$ cat config.mk
export PLATFORM = sky130hd
export DESIGN_NAME = dtc_top
export DESIGN_NICKNAME = d
export VERILOG_FILES = /design/src/common/dtc_pkg.sv /design/src/core/dtc_top.sv
export VERILOG_INCLUDE_DIRS = /design/src /design/src/common
export SDC_FILE = /design/constraint.sdc
export NUM_CORES = 1
export LEC_CHECK = 0
export BUFFER_PORTS_ARGS = -buffer_cell sky130_fd_sc_hd__buf_2
export CAP_MARGIN = 20
export CELL_PAD_IN_SITES_DETAIL_PLACEMENT = 1
export CELL_PAD_IN_SITES_GLOBAL_PLACEMENT = 2
export CORE_UTILIZATION = 30
export CTS_BUF_LIST = sky130_fd_sc_hd__clkbuf_8
export DETAILED_ROUTE_END_ITERATION = 6
export PLACE_DENSITY = 0.71
export SLEW_MARGIN = 20
export SYNTH_ARGS = -nofsm -noshare
export SYNTH_HDL_FRONTEND = slang
export SYNTH_SLANG_ARGS = --single-unit
$ cat constraint.sdc
create_clock -name aclk -period 2.82 [get_ports aclk]
set_input_delay 0.141 -clock aclk [delete_from_list [all_inputs] [get_ports aclk]]
set_output_delay 0.141 -clock aclk [all_outputs]
set_load 0.005 [all_outputs]
$ cat src/common/dtc_consts.svh
// offsets, field positions, reset values and timing counts of the dual timer/counter block
// Operation
// - three 16-bit timers, each also an event counter
// - timer advances once per machine cycle
// - counter samples pin, counts one-to-zero changes
// - gate set: run needs pin high and run
// - function select: 0 timer, 1 counter
// - mode 00 is 13-bit timer/counter
// - mode 01 is full 16-bit timer/counter
// - mode 10 is 8-bit auto-reload
// - first timer mode 11 splits into two bytes
// - second timer mode 11 holds its count
// - overflow flag set by hardware, cleared by ack/write
// - edge flag set on edge, cleared when processed
// - type set: falling edge; clear: low level
// - output enable: third overflow in timer mode toggles port1 bit zero
// - down count enable lets third timer count down
// - cycle option 0 gives 6, 1 gives 12 clocks
// - 13/16-bit modes flag on roll to zero
// - auto-reload: low reloads from high, flag set
// - split high byte uses second run and flag
`ifndef DTC_CONSTS_SVH
`define DTC_CONSTS_SVH
`define DTC_OFF_MODE      12'h000
`define DTC_OFF_CTRL      12'h004
`define DTC_OFF_CNT0      12'h008
`define DTC_OFF_CNT1      12'h00c
`define DTC_OFF_CNT2      12'h010
`define DTC_OFF_RLD2      12'h014
`define DTC_OFF_XMODE     12'h018
`define DTC_OFF_CTRL2     12'h01c
`define DTC_OFF_OPT       12'h020
`define DTC_BIT_TF1       7
`define DTC_BIT_TR1       6
`define DTC_BIT_TF0       5
`define DTC_BIT_TR0       4
`define DTC_BIT_IE1       3
`define DTC_BIT_IT1       2
`define DTC_BIT_IE0       1
`define DTC_BIT_IT0       0
`define DTC_BIT_DOWN_COUNT_ENABLE      0
`define DTC_BIT_OE        1
`define DTC_BIT_TR2       0
`define DTC_BIT_CT2       1
`define DTC_BIT_TF2       2
`define DTC_BIT_CYC       0
`define DTC_RST_MODE      8'h00
`define DTC_RST_CTRL      8'h00
`define DTC_RST_OPT       8'hff
`define DTC_CLK_12T       4'd12
`define DTC_CLK_6T        4'd6
`endif

$ cat src/common/dtc_pkg.sv
// types of the dual timer/counter block
package dtc_pkg;
  typedef enum logic [1:0] {DTC_M13, DTC_M16, DTC_M8R, DTC_MSPLIT} dtc_msel_type;
  typedef struct packed {
    logic         gate;
    logic         ct;
    dtc_msel_type msel;
  } dtc_tmode_type;
  typedef struct packed {
    dtc_tmode_type t1;
    dtc_tmode_type t0;
  } dtc_mode_type;
  typedef struct packed {
    logic        ovf;
    logic [15:0] cnt;
  } dtc_step_type;
endpackage

$ cat src/core/dtc_top.sv
// dual timer/counter with third up/down timer and axi4-lite register slave
//
// Chosen here: the AXI4-Lite interface to the registers and the register offsets.
`timescale 1ns/1ps
`include "dtc_consts.svh"
module dtc_top (
  input  wire logic        aclk,                   // 50 mhz clock
  input  wire logic        aresetn,                // sync reset, active low
  input  wire logic [11:0] s_axi_awaddr,           // write address
  input  wire logic        s_axi_awvalid,          // write address valid
  output logic             s_axi_awready,          // write address ready
  input  wire logic [31:0] s_axi_wdata,            // write data
  input  wire logic [3:0]  s_axi_wstrb,            // byte enables
  input  wire logic        s_axi_wvalid,           // write data valid
  output logic             s_axi_wready,           // write data ready
  output logic [1:0]       s_axi_bresp,            // write response
  output logic             s_axi_bvalid,           // write response valid
  input  wire logic        s_axi_bready,           // write response ready
  input  wire logic [11:0] s_axi_araddr,           // read address
  input  wire logic        s_axi_arvalid,          // read address valid
  output logic             s_axi_arready,          // read address ready
  output logic [31:0]      s_axi_rdata,            // read data
  output logic [1:0]       s_axi_rresp,            // read response
  output logic             s_axi_rvalid,           // read data valid
  input  wire logic        s_axi_rready,           // read data ready
  input  wire logic        first_count_pin,        // timer 0 event input
  input  wire logic        second_count_pin,       // timer 1 event input
  input  wire logic        third_count_pin,        // timer 2 event input
  input  wire logic        third_dir_pin,          // timer 2 direction, 1 up
  input  wire logic [1:0]  gating_interrupt_pin_n, // external interrupts a/b, active low
  input  wire logic [3:0]  irq_vector_ack,         // vectored: {ext b, t1, ext a, t0}
  output logic [4:0]       irq_flags,              // {tf2, ie1, tf1, ie0, tf0}
  output logic             port1_bit_zero          // timer 2 clock out
);
  import dtc_pkg::*;

  dtc_mode_type mode_q;
  logic [7:0]   ctrl_q, opt_q, xmode_q, ctrl2_q;
  logic [15:0]  cnt0_q, cnt1_q, cnt2_q, rld2_q;
  logic [3:0]   div_q;
  logic         tick_q, p1_q;
  logic [2:0]   samp_q;
  logic [1:0]   irq_prev_q;
  logic         aw_rdy_q, w_rdy_q, ar_rdy_q;
  logic [11:0]  awaddr_q;
  logic [31:0]  wdata_q;
  logic [3:0]   wstrb_q;
  logic         do_wr;
  logic [31:0]  rd_mux;
  logic         rd_hit, wr_hit;
  logic [1:0]   run, ev, ct_bit, gate_bit, tr_bit;
  logic [2:0]   edge_ev;
  logic         ev_hi, ev2;
  dtc_step_type step0, step1;
  logic         ovf0, ovf1, ovf0h, ovf2;
  logic [3:0]   cyc_len;

  // step one timer by one event in the 13, 16 and 8-bit reload modes, and the low byte in split mode
  function automatic dtc_step_type tstep(input logic [15:0] c, input dtc_msel_type m);
    dtc_step_type r;
    r.ovf = 1'b0;
    r.cnt = c;
    unique case (m)
      DTC_M13: begin
        r.cnt[4:0] = c[4:0] + 5'h01;
        if (c[4:0] == 5'h1f) begin
          r.cnt[15:8] = c[15:8] + 8'h01;
        end
        r.ovf = (c[15:8] == 8'hff) && (c[4:0] == 5'h1f);
      end
      DTC_M16: begin
        r.cnt = c + 16'h0001;
        r.ovf = (c == 16'hffff);
      end
      DTC_M8R: begin
        r.ovf = (c[7:0] == 8'hff);
        r.cnt[7:0] = r.ovf ? c[15:8] : c[7:0] + 8'h01;
      end
      DTC_MSPLIT: begin
        r.ovf = (c[7:0] == 8'hff);
        r.cnt[7:0] = c[7:0] + 8'h01;
      end
    endcase
    return r;
  endfunction

  // machine cycle divider; the option bit picks the cycle length
  assign cyc_len = opt_q[`DTC_BIT_CYC] ? `DTC_CLK_12T : `DTC_CLK_6T;
  always_ff @(posedge aclk) begin
    if (!aresetn) begin
      div_q  <= 4'h0;
      tick_q <= 1'b0;
    end else begin
      tick_q <= (div_q == cyc_len - 4'd1);
      div_q  <= (div_q >= cyc_len - 4'd1) ? 4'h0 : div_q + 4'h1;
    end
  end

  // pin sampling once per machine cycle; fast pulses are missed, by design
  always_ff @(posedge aclk) begin
    if (!aresetn) begin
      samp_q <= 3'h0;
    end else if (tick_q) begin
      samp_q <= {third_count_pin, second_count_pin, first_count_pin};
    end
  end
  assign edge_ev = {3{tick_q}} & samp_q & ~{third_count_pin, second_count_pin, first_count_pin};

  assign ct_bit   = {mode_q.t1.ct, mode_q.t0.ct};
  assign gate_bit = {mode_q.t1.gate, mode_q.t0.gate};
  assign tr_bit   = {ctrl_q[`DTC_BIT_TR1], ctrl_q[`DTC_BIT_TR0]};

  // per-channel run gating and event selection for the first two timers
  genvar gi;
  generate
    for (gi = 0; gi < 2; gi++) begin : g_chan
      assign run[gi] = tr_bit[gi] & (~gate_bit[gi] | gating_interrupt_pin_n[gi]);
      assign ev[gi]  = run[gi] & (ct_bit[gi] ? edge_ev[gi] : tick_q);
    end
  endgenerate

  // split high byte is a plain timer on the second run bit
  assign ev_hi = ctrl_q[`DTC_BIT_TR1] & tick_q;
  assign step0 = tstep(cnt0_q, mode_q.t0.msel);
  assign step1 = tstep(cnt1_q, mode_q.t1.msel);
  assign ovf0  = ev[0] & step0.ovf;
  assign ovf1  = ev[1] & step1.ovf & (mode_q.t1.msel != DTC_MSPLIT);
  assign ovf0h = (mode_q.t0.msel == DTC_MSPLIT) & ev_hi & (cnt0_q[15:8] == 8'hff);
  assign ev2   = ctrl2_q[`DTC_BIT_TR2] & (ctrl2_q[`DTC_BIT_CT2] ? edge_ev[2] : tick_q);
  assign ovf2  = ev2 & ((xmode_q[`DTC_BIT_DOWN_COUNT_ENABLE] & ~third_dir_pin) ? (cnt2_q == rld2_q) : (cnt2_q == 16'hffff));

  // write strobe once address and data are both held
  assign do_wr  = ~aw_rdy_q & ~w_rdy_q & ~s_axi_bvalid;
  assign wr_hit = awaddr_q[1:0] == 2'b00 && awaddr_q <= `DTC_OFF_OPT;

  // merge byte lanes of a write into an old value
  function automatic logic [15:0] merge16(input logic [15:0] old);
    logic [15:0] r;
    r = old;
    if (wstrb_q[0]) begin
      r[7:0] = wdata_q[7:0];
    end
    if (wstrb_q[1]) begin
      r[15:8] = wdata_q[15:8];
    end
    return r;
  endfunction

  // software-only registers: mode, extra mode, option, reload
  always_ff @(posedge aclk) begin
    if (!aresetn) begin
      mode_q  <= `DTC_RST_MODE;
      xmode_q <= 8'h00;
      opt_q   <= `DTC_RST_OPT;
      rld2_q  <= 16'h0000;
    end else if (do_wr && wstrb_q[0]) begin
      if (awaddr_q == `DTC_OFF_MODE) mode_q <= wdata_q[7:0];
      if (awaddr_q == `DTC_OFF_XMODE) xmode_q <= {6'h00, wdata_q[1:0]};
      if (awaddr_q == `DTC_OFF_OPT) opt_q <= wdata_q[7:0];
      if (awaddr_q == `DTC_OFF_RLD2) rld2_q <= merge16(rld2_q);
    end else if (do_wr && awaddr_q == `DTC_OFF_RLD2) begin
      rld2_q <= merge16(rld2_q);
    end
  end

  // first timer count; a software write wins over counting
  always_ff @(posedge aclk) begin
    if (!aresetn) begin
      cnt0_q <= 16'h0000;
    end else if (do_wr && awaddr_q == `DTC_OFF_CNT0) begin
      cnt0_q <= merge16(cnt0_q);
    end else begin
      if (ev[0]) begin
        cnt0_q[7:0] <= step0.cnt[7:0];
      end
      if (mode_q.t0.msel == DTC_MSPLIT) begin
        if (ev_hi) cnt0_q[15:8] <= cnt0_q[15:8] + 8'h01;
      end else if (ev[0]) begin
        cnt0_q[15:8] <= step0.cnt[15:8];
      end
    end
  end

  // second timer count; mode 11 freezes it
  always_ff @(posedge aclk) begin
    if (!aresetn) begin
      cnt1_q <= 16'h0000;
    end else if (do_wr && awaddr_q == `DTC_OFF_CNT1) begin
      cnt1_q <= merge16(cnt1_q);
    end else if (ev[1] && mode_q.t1.msel != DTC_MSPLIT) begin
      cnt1_q <= step1.cnt;
    end
  end

  // third timer: up, or down when enabled and the direction pin is low
  always_ff @(posedge aclk) begin
    if (!aresetn) begin
      cnt2_q <= 16'h0000;
    end else if (do_wr && awaddr_q == `DTC_OFF_CNT2) begin
      cnt2_q <= merge16(cnt2_q);
    end else if (ev2) begin
      if (xmode_q[`DTC_BIT_DOWN_COUNT_ENABLE] && !third_dir_pin) begin
        cnt2_q <= ovf2 ? 16'hffff : cnt2_q - 16'h0001;
      end else begin
        cnt2_q <= ovf2 ? rld2_q : cnt2_q + 16'h0001;
      end
    end
  end

  // clock out toggles on each third-timer overflow while output enable is set and the timer is not counting events
  always_ff @(posedge aclk) begin
    if (!aresetn) begin
      p1_q <= 1'b0;
    end else if (ovf2 && xmode_q[`DTC_BIT_OE] && !ctrl2_q[`DTC_BIT_CT2]) begin
      p1_q <= ~p1_q;
    end
  end

  // third timer control; its flag is not raised in clock-out mode
  always_ff @(posedge aclk) begin
    if (!aresetn) begin
      ctrl2_q <= 8'h00;
    end else begin
      if (do_wr && wstrb_q[0] && awaddr_q == `DTC_OFF_CTRL2) begin
        ctrl2_q <= {5'h00, wdata_q[2:0]};
      end
      if (ovf2 && !xmode_q[`DTC_BIT_OE]) begin
        ctrl2_q[`DTC_BIT_TF2] <= 1'b1;                                  // set wins over the write
      end
    end
  end

  // control flags; a hardware set in the same cycle beats any clear
  always_ff @(posedge aclk) begin
    if (!aresetn) begin
      ctrl_q     <= `DTC_RST_CTRL;
      irq_prev_q <= 2'b11;
    end else begin
      irq_prev_q <= gating_interrupt_pin_n;
      if (do_wr && wstrb_q[0] && awaddr_q == `DTC_OFF_CTRL) begin
        ctrl_q <= wdata_q[7:0];
      end
      if (irq_vector_ack[0]) ctrl_q[`DTC_BIT_TF0] <= 1'b0;
      if (irq_vector_ack[2]) ctrl_q[`DTC_BIT_TF1] <= 1'b0;
      if (irq_vector_ack[1]) ctrl_q[`DTC_BIT_IE0] <= 1'b0;
      if (irq_vector_ack[3]) ctrl_q[`DTC_BIT_IE1] <= 1'b0;
      if (ovf0) ctrl_q[`DTC_BIT_TF0] <= 1'b1;
      if (mode_q.t0.msel == DTC_MSPLIT ? ovf0h : ovf1) begin
        ctrl_q[`DTC_BIT_TF1] <= 1'b1;
      end
      if (ctrl_q[`DTC_BIT_IT0] ? (irq_prev_q[0] & ~gating_interrupt_pin_n[0]) : ~gating_interrupt_pin_n[0]) begin
        ctrl_q[`DTC_BIT_IE0] <= 1'b1;
      end
      if (ctrl_q[`DTC_BIT_IT1] ? (irq_prev_q[1] & ~gating_interrupt_pin_n[1]) : ~gating_interrupt_pin_n[1]) begin
        ctrl_q[`DTC_BIT_IE1] <= 1'b1;
      end
    end
  end

  // axi write channels: take address and data in either order, answer after both
  always_ff @(posedge aclk) begin
    if (!aresetn) begin
      aw_rdy_q     <= 1'b1;
      w_rdy_q      <= 1'b1;
      awaddr_q     <= 12'h000;
      wdata_q      <= 32'h0000_0000;
      wstrb_q      <= 4'h0;
      s_axi_bvalid <= 1'b0;
      s_axi_bresp  <= 2'b00;
    end else begin
      if (s_axi_awvalid && aw_rdy_q) begin
        aw_rdy_q <= 1'b0;
        awaddr_q <= s_axi_awaddr;
      end
      if (s_axi_wvalid && w_rdy_q) begin
        w_rdy_q <= 1'b0;
        wdata_q <= s_axi_wdata;
        wstrb_q <= s_axi_wstrb;
      end
      if (do_wr) begin
        s_axi_bvalid <= 1'b1;
        s_axi_bresp  <= wr_hit ? 2'b00 : 2'b10;
      end
      if (s_axi_bvalid && s_axi_bready) begin
        s_axi_bvalid <= 1'b0;
        aw_rdy_q     <= 1'b1;
        w_rdy_q      <= 1'b1;
      end
    end
  end
  assign s_axi_awready = aw_rdy_q;
  assign s_axi_wready  = w_rdy_q;

  // read decode; unmapped words read zero with slverr
  always_comb begin
    rd_mux = 32'h0000_0000;
    rd_hit = 1'b1;
    unique case (s_axi_araddr)
      `DTC_OFF_MODE:  rd_mux = {24'h0, mode_q};
      `DTC_OFF_CTRL:  rd_mux = {24'h0, ctrl_q};
      `DTC_OFF_CNT0:  rd_mux = {16'h0, cnt0_q};
      `DTC_OFF_CNT1:  rd_mux = {16'h0, cnt1_q};
      `DTC_OFF_CNT2:  rd_mux = {16'h0, cnt2_q};
      `DTC_OFF_RLD2:  rd_mux = {16'h0, rld2_q};
      `DTC_OFF_XMODE: rd_mux = {24'h0, xmode_q};
      `DTC_OFF_CTRL2: rd_mux = {24'h0, ctrl2_q};
      `DTC_OFF_OPT:   rd_mux = {24'h0, opt_q};
      default:        rd_hit = 1'b0;
    endcase
  end

  // axi read channel: one read at a time, data the cycle after the address
  always_ff @(posedge aclk) begin
    if (!aresetn) begin
      ar_rdy_q     <= 1'b1;
      s_axi_rvalid <= 1'b0;
      s_axi_rdata  <= 32'h0000_0000;
      s_axi_rresp  <= 2'b00;
    end else if (s_axi_arvalid && ar_rdy_q) begin
      ar_rdy_q     <= 1'b0;
      s_axi_rvalid <= 1'b1;
      s_axi_rdata  <= rd_mux;
      s_axi_rresp  <= rd_hit ? 2'b00 : 2'b10;
    end else if (s_axi_rvalid && s_axi_rready) begin
      ar_rdy_q     <= 1'b1;
      s_axi_rvalid <= 1'b0;
    end
  end
  assign s_axi_arready = ar_rdy_q;

  assign irq_flags      = {ctrl2_q[`DTC_BIT_TF2], ctrl_q[`DTC_BIT_IE1], ctrl_q[`DTC_BIT_TF1],
                           ctrl_q[`DTC_BIT_IE0], ctrl_q[`DTC_BIT_TF0]};
  assign port1_bit_zero = p1_q;
endmodule

==> results of run 1 <==
==> registers in the layout, indices dropped and copies added (netlist names), 2 cells and up <==
register / flops
xmode_q: 2
opt_q: 8
samp_q: 3
s_axi_rdata: 16
rld2_q: 16
gate_bit: 2
ctrl2_q: 3
irq_prev_q: 2
wstrb_q: 2
cnt2_q: 16
cnt1_q: 16
awaddr_q: 12
div_q: 4
cnt0_q: 16
ct_bit: 2
wdata_q: 16
ctrl_q: 8
mode_q: 4
==> report_power, final <==
group          leakage [nW]  internal (mW)  total, mW  switching (mW)
clock                 0.199          0.836       1.78           0.942
combinational          2.66          0.153      0.367           0.214
sequential             1.27           2.25       2.32          0.0627
total                  4.13           3.24       4.46            1.22
==> metrics by stage <==
stage / worst slack [ps] / std cells
5_1_grt: 80.5 / 1740
4_1_cts: 248 / 1740
3_5_place_dp: 185 / 1665
3_3_place_gp: 228 / 1665
6_report: 257 / 1741
2_1_floorplan: 469 / 1215
==> layer usage <==
layer / up-vias / GRT usage (%)
met3: 33 / 3.39
met5: - / 0
li1: 4534 / -
met4: 2 / 6.32
met1: 4560 / 31.1
met2: 225 / 37.0
==> final cells by class <==
class | instances | area (sq um)
fillers | 3735 | 19400
multi-input cells | 923 | 5690
flip-flops and latches | 157 | 3140
repair buffers | 200 | 1420
well taps | 396 | 495
clock buffers | 19 | 262
clock inverters | 11 | 134
inverters | 34 | 129
diodes | 1 | 2.50
==> path summary, 6_finish.rpt <==
| path | startpoint | to | slack, ps | cells after the start |
|---|---|---|---|---|
| min | aresetn | opt_q[4]$_SDFFE_PN1P_ | 210 | 3 |
| max | xmode_q[0]$_SDFFE_PN0P_ | cnt2_q[3]$_SDFFE_PN0P_ | 260 | 9 |
| min reg2reg | awaddr_q[11]$_SDFFE_PN0P_ | awaddr_q[11]$_SDFFE_PN0P_ | 460 | 2 |
| max reg2reg | xmode_q[0]$_SDFFE_PN0P_ | cnt2_q[3]$_SDFFE_PN0P_ | 260 | 9 |
==> cells in the mapped netlist (15+ instances only) <==
cell type and instances:
nand2_1 160, dfxtp_1 157, nor2_1 122, mux2i_1 88, a21oi_1 77, clkbuf_1 59, o21ai_0 58, nor3_1 38
inv_1 34, nand3_1 27, buf_4 26, and2_1 24, nand4_1 17, xor2_1 17, ha_1 16, xnor2_1 16
nand2b_1 15
==> what timing repair did <==
action                                  CTS  global route
setup buffers                             0             0
hold buffers                             45             0
gates resized for setup                   0             1
hold endpoints to repair                 44             0
endpoints found under the setup margin    0             1
==> cells by family after synthesis <==
group / Yosys count / share of synthesized area [%]
muxes: 92 / 9.91
DFF: 157 / 33.5
and+or+nand+nor: 473 / 24.0
xor gates and xnor gates: 33 / 3.08
AOI/OAI and AO/OA: 291 / 20.8
buffers and inverters: 135 / 6.58
other: 1 / 0.0400
adders and majority gates: 16 / 2.13
==> worst reg2reg max path, stage by stage (launching register included) <==
cell,delay (ps)
dfxtp_1,330
and2b_1,350
buf_4,220
mux2i_1,70
o211ai_1,250
a21bo_2,260
or3_1,370
buf_4,210
o31ai_1,280
o32ai_2,130
==> metrics, run 1 <==
status=finished clean; std cell rows=64; H-tree Lvls=4; commonest non-fill, non-tap cell in the layout=nand2_1; worst hold margin=209 ps; Slew headroom=39.3%; metal2 WL=16200 um; Total GRT Usage=22.8%; CP bufs+invs=2; clock buffer depth=2; total grt overflow=0; GP Congestion=0.876; core footprint=30700 sq um; slowest stage delay, CP=370 ps; CP required=3210 ps; CTS Buf Count=17; vias per inst=5.37; clk sinks=157; critical path's top delay family=compound AO/OA/AOI/OAI gates; Post-synth EDFFs=0; CP max stage cell=or3_1; share of post-route cells with drive strength above 1=15.4%; Design Area, Final=11300 sq um; area grow syn2layout=20.3%; Crit Path Max Fanout=13; DRC Markers=0; Achievable Freq=390 MHz; Initial Utilization=30.6%; Cell Area, Placed=10400 sq um; CTS tree=built; FF+latch count, synth=157; Pwr Total=4.46 mW; die area=32000 sq um; Sum Neg Setup Slack=0 ps; unrepaired setup endpoints after global routing=no; final WL=35400 um; Worst Path Class, Setup=reg -> reg; ANT nets after route=0; Worst-Skew Late Latency=490 ps; most frequent cells in the layout=nand2_1 (160), dfxtp_1 (157), nor2_1 (122), mux2i_1 (88), buf_2 (87); fin crit period=2560 ps; First-pass DRT Iterations=5; maximum vdd ir drop=269 uV; Yosys top cell area share=33.5%; endpoints failing setup=0; Layout Nets=1426; Port Buffer Count=87; worst min path class=in -> reg; antenna violations before repair=2; Slew Limit Fails=0; power density over the cells=396 nW/um^2; die height=179 um; largest net degree at the start of global routing=101; # Max-Cap Violations=0; vias in the first global route=9302; Syn Area/Cell=7.83 sq um; final core utilization=36.8%; Fin. Hold Viols=0; Cells after Synth=1198; Avg WL per Cell=20.3 um; worst-margin pin slew=907 ps; metal3 WL=1430 um; HPWL Detailed=26700 um; asr flop ratio synth=0%; first-pass GRT wire length=54700 um; worst path arrival time=2950 ps; synth unique cells=80; startpoint types=flip-flop; Top Ports=124; CP Cell Sequence=and2b_1 -> buf_4 -> mux2i_1 -> o211ai_1 -> a21bo_2 -> or3_1 -> buf_4 -> o31ai_1 -> o32ai_2; Synth area leader=dfxtp_1; Die Wd=179 um; crit end category=flip-flop; synthesized area=9380 sq um; Final period util=90.9%; Worst Skew=23.3 ps; largest cells by area after synthesis=dfxtp_1 (34%), mux2i_1 (9.4%), nand2_1 (6.4%), nor2_1 (4.9%), a21oi_1 (4.1%); uppermost layer routed=met5; Synth Warn #=0; clock transition at the registers of the reported paths=100 ps; Leak=4.13 nW; post-synthesis sequential area ratio=33.5%; DRT iter0 DRCs=533; cell repeated most along the worst path=buf_4; via count=9354; DRT met1 WL=17200 um; Root Buffer=clkbuf_8; Post-synth top flop=dfxtp_1
Power figures use the tool's default switching activity.
==> run 2: changes to the inputs <==
--- a/config.mk
+++ b/config.mk
@@ -12,8 +12,9 @@
 export CELL_PAD_IN_SITES_GLOBAL_PLACEMENT = 2
 export CORE_UTILIZATION = 30
 export CTS_BUF_LIST = sky130_fd_sc_hd__clkbuf_8
+export CTS_CLUSTER_SIZE = 8
 export DETAILED_ROUTE_END_ITERATION = 6
-export PLACE_DENSITY = 0.71
+export PLACE_DENSITY_LB_ADDON = 0.1
 export SLEW_MARGIN = 20
 export SYNTH_ARGS = -nofsm -noshare
 export SYNTH_HDL_FRONTEND = slang
==> run 2 against run 1 <==
  * Via count down 0.34%
  * Register-to-register slack lost 60 ps
  * Critical path depth fell by 1
  * Sequential share of layout area fell by 0.13 points
  * First-iteration DRC count increased by 2.3%
  * Total power increased by 4.6%
  * Hold slack lost 74 ps
  * Largest power group unchanged
==> metrics, run 2 (synthesis results as in run 1) <==
Crit Path Max Fanout=16 (was 13); hold wc startpoint=s_axi_arvalid (was aresetn); # Max-Cap Violations=0 (unchanged); R2R setup slack=200 ps (was 260 ps); postcts setup bufs=0 (unchanged); Worst Path Class, Setup=reg -> reg (unchanged); register share of total power=49.7% (was 51.9%); maximum vdd ir drop=265 uV (was 269 uV); logic gate share of total power=7.9% (was 8.2%); power density over the cells=412 nW/um^2 (was 396 nW/um^2); die area=32000 sq um (unchanged); worst min path class=in -> reg (unchanged); core footprint=30700 sq um (unchanged); unrepaired setup endpoints after global routing=no (unchanged); DRT iter0 DRCs=545 (was 533); Root Buffer=clkbuf_8 (unchanged); vias per inst=5.34 (was 5.37); via count=9322 (was 9354); clk sinks=157 (unchanged); crit end category=flip-flop (unchanged); Leak=4.15 nW (was 4.13 nW); Pwr Total=4.67 mW (was 4.46 mW); endpoints failing setup=0 (unchanged); std cell rows=64 (unchanged); R2R depth=8 (was 9); Sum Neg Setup Slack=0 ps (unchanged); Achievable Freq=382 MHz (was 390 MHz); CTS Buf Count=17 (unchanged); antenna violations before repair=1 (was 2); final WL=36900 um (was 35400 um); die height=179 um (unchanged); Crit Reg-Reg Startpoint=xmode_q[0]$_SDFFE_PN0P_ (unchanged); Worst-Skew Late Latency=500 ps (was 490 ps); Port Buffer Count=87 (unchanged); final worst slack=200 ps (was 257 ps); CP required=3220 ps (was 3210 ps); clock buffer depth=2 (unchanged); Avg WL per Cell=21.1 um (was 20.3 um); Place WS=195 ps (was 185 ps); Internal=3.40 mW (was 3.24 mW); Slew headroom=40.3% (was 39.3%); vias in the first global route=9314 (was 9302); startpoint types=flip-flop (unchanged); Worst R2R End=cnt2_q[10]$_SDFFE_PN0P_ (was cnt2_q[3]$_SDFFE_PN0P_); worst path arrival time=3020 ps (was 2950 ps); worst-margin pin slew=893 ps (was 907 ps); Fin. Hold Viols=0 (unchanged); Die Wd=179 um (unchanged); Top Ports=124 (unchanged); switching share of power=27.2% (was 27.3%); Initial Utilization=30.6% (unchanged); area grow syn2layout=20.8% (was 20.3%); DRC Markers=0 (unchanged); total grt overflow=0 (unchanged); Hold EP=s_axi_arready$_SDFFE_PN1P_ (was opt_q[4]$_SDFFE_PN1P_); ANT nets after route=0 (unchanged); GP Congestion=0.821 (was 0.876); first-pass GRT wire length=56400 um (was 54700 um); HPWL Detailed=27800 um (was 26700 um); clock transition at the registers of the reported paths=90 ps (was 100 ps); Total GRT Usage=23.8% (was 22.8%); status=finished clean (unchanged); Worst Skew=13.1 ps (was 23.3 ps); fin crit period=2620 ps (was 2560 ps); CP max stage cell=or4_1 (was or3_1); Final period util=92.9% (was 90.9%); most frequent cells in the layout=nand2_1 (160), dfxtp_1 (157), nor2_1 (122), mux2i_1 (88), buf_2 (87) (unchanged); largest net degree at the start of global routing=73 (was 101); H-tree Lvls=4 (unchanged); CP Cell Sequence=and2b_1 -> mux2_1 -> a21oi_1 -> or4_1 -> or3_1 -> buf_4 -> and2_0 -> o32ai_1 (was and2b_1 -> buf_4 -> mux2i_1 -> o211ai_1 -> a21bo_2 -> or3_1 -> buf_4 -> o31ai_1 -> o32ai_2); commonest non-fill, non-tap cell in the layout=nand2_1 (unchanged); sw power=1.27 mW (was 1.22 mW); CTS tree=built (unchanged); share of post-route cells with drive strength above 1=15.6% (was 15.4%); clock share of power=42.4% (was 39.8%); depth of the worst hold-timing path=3 (unchanged); Slew Limit Fails=0 (unchanged); Layout Nets=1430 (was 1426); First-pass DRT Iterations=5 (unchanged); slowest stage delay, CP=470 ps (was 370 ps)
-- run 2: changes by cell type in the layout (fill, tap and decap cells not counted) --
cell | before | now
buf_4 | 66 | 71
clkinv_4 | 4 | 0
a2111oi_0 | 5 | 3
a2111oi_1 | 2 | 4
bufinv_16 | 2 | 4
clkinvlp_4 | 1 | 3
buf_12 | 2 | 1
clkbuf_8 | 19 | 18
inv_1 | 33 | 34
inv_8 | 0 | 1
nor4b_2 | 0 | 1
nor4b_4 | 1 | 0
-- run 2: critical path: cells and delay by family, from the launching register on --
| kind | cells | cell delay, ps |
|---|---|---|
| AND/OR/NAND/NOR | 4 | 1400 |
| AO/OA/AOI/OAI | 2 | 360 |
| flip-flops | 1 | 340 |
| multiplexers | 1 | 220 |
| buffers and inverters | 1 | 210 |
-- run 2: repair_timing --
action,4_1_cts,5_1_grt
endpoints found under the setup margin,0,2
hold endpoints to repair,44,0
gates resized for setup,0,2
hold buffers,45,0
-- run 2: area by class of cell --
| type | count | area (sq um) |
|---|---|---|
| fill | 3739 | 19300 |
| multi-input combinational | 923 | 5680 |
| sequential | 157 | 3140 |
| timing repair buffer | 204 | 1440 |
| tap | 396 | 495 |
| clock buffer | 18 | 248 |
| clock inverter | 13 | 189 |
| inverter | 34 | 129 |
| antenna | 1 | 2.50 |
-- run 2: worst max-delay path by stage --
stage | depth (start not counted) | slack, ps | start | end
after global placement | 10 | 240 | third_dir_pin | cnt2_q[3]$_SDFFE_PN0P_
after floorplan | 10 | 470 | tick_q$_SDFF_PN0_ | cnt2_q[15]$_SDFFE_PN0P_
after CTS | 8 | 190 | cnt0_q[1]$_SDFFE_PN0P_ | cnt0_q[3]$_SDFFE_PN0P_
final | 8 | 200 | xmode_q[0]$_SDFFE_PN0P_ | cnt2_q[10]$_SDFFE_PN0P_
after detailed placement | 9 | 200 | third_dir_pin | cnt2_q[3]$_SDFFE_PN0P_
after global routing | 8 | 30 | cnt0_q[1]$_SDFFE_PN0P_ | cnt0_q[0]$_SDFFE_PN0P_
-- run 2: through the flow --
step                cells  utilization (%)  hold WS, ps  cell area, sq um
floorplan            1215                -          241              9440
global placement     1669             34.0          355             10400
detailed placement   1669             34.0          354             10400
CTS                  1745             36.9          120             11300
global route         1745             36.9          173             11300
finish               1746             36.9          135             11300
-- run 2: power by group through the flow --
stage,clock [mW],sequential (mW),combinational (mW)
after floorplan,0,2.33,0.203
after global placement,0,2.37,0.317
after detailed placement,0,2.38,0.320
after CTS,2.04,2.32,0.369
after global routing,2.14,2.33,0.406
final,1.98,2.32,0.367
-- run 2: metal layers --
layer	GRT usage (%)	wire length, um	vias to the layer above
met5	0	0	-
met4	9.07	1060	0
met3	3.63	1190	52
met2	37.7	16600	218
met1	32.2	18000	4506
li1	-	-	4546
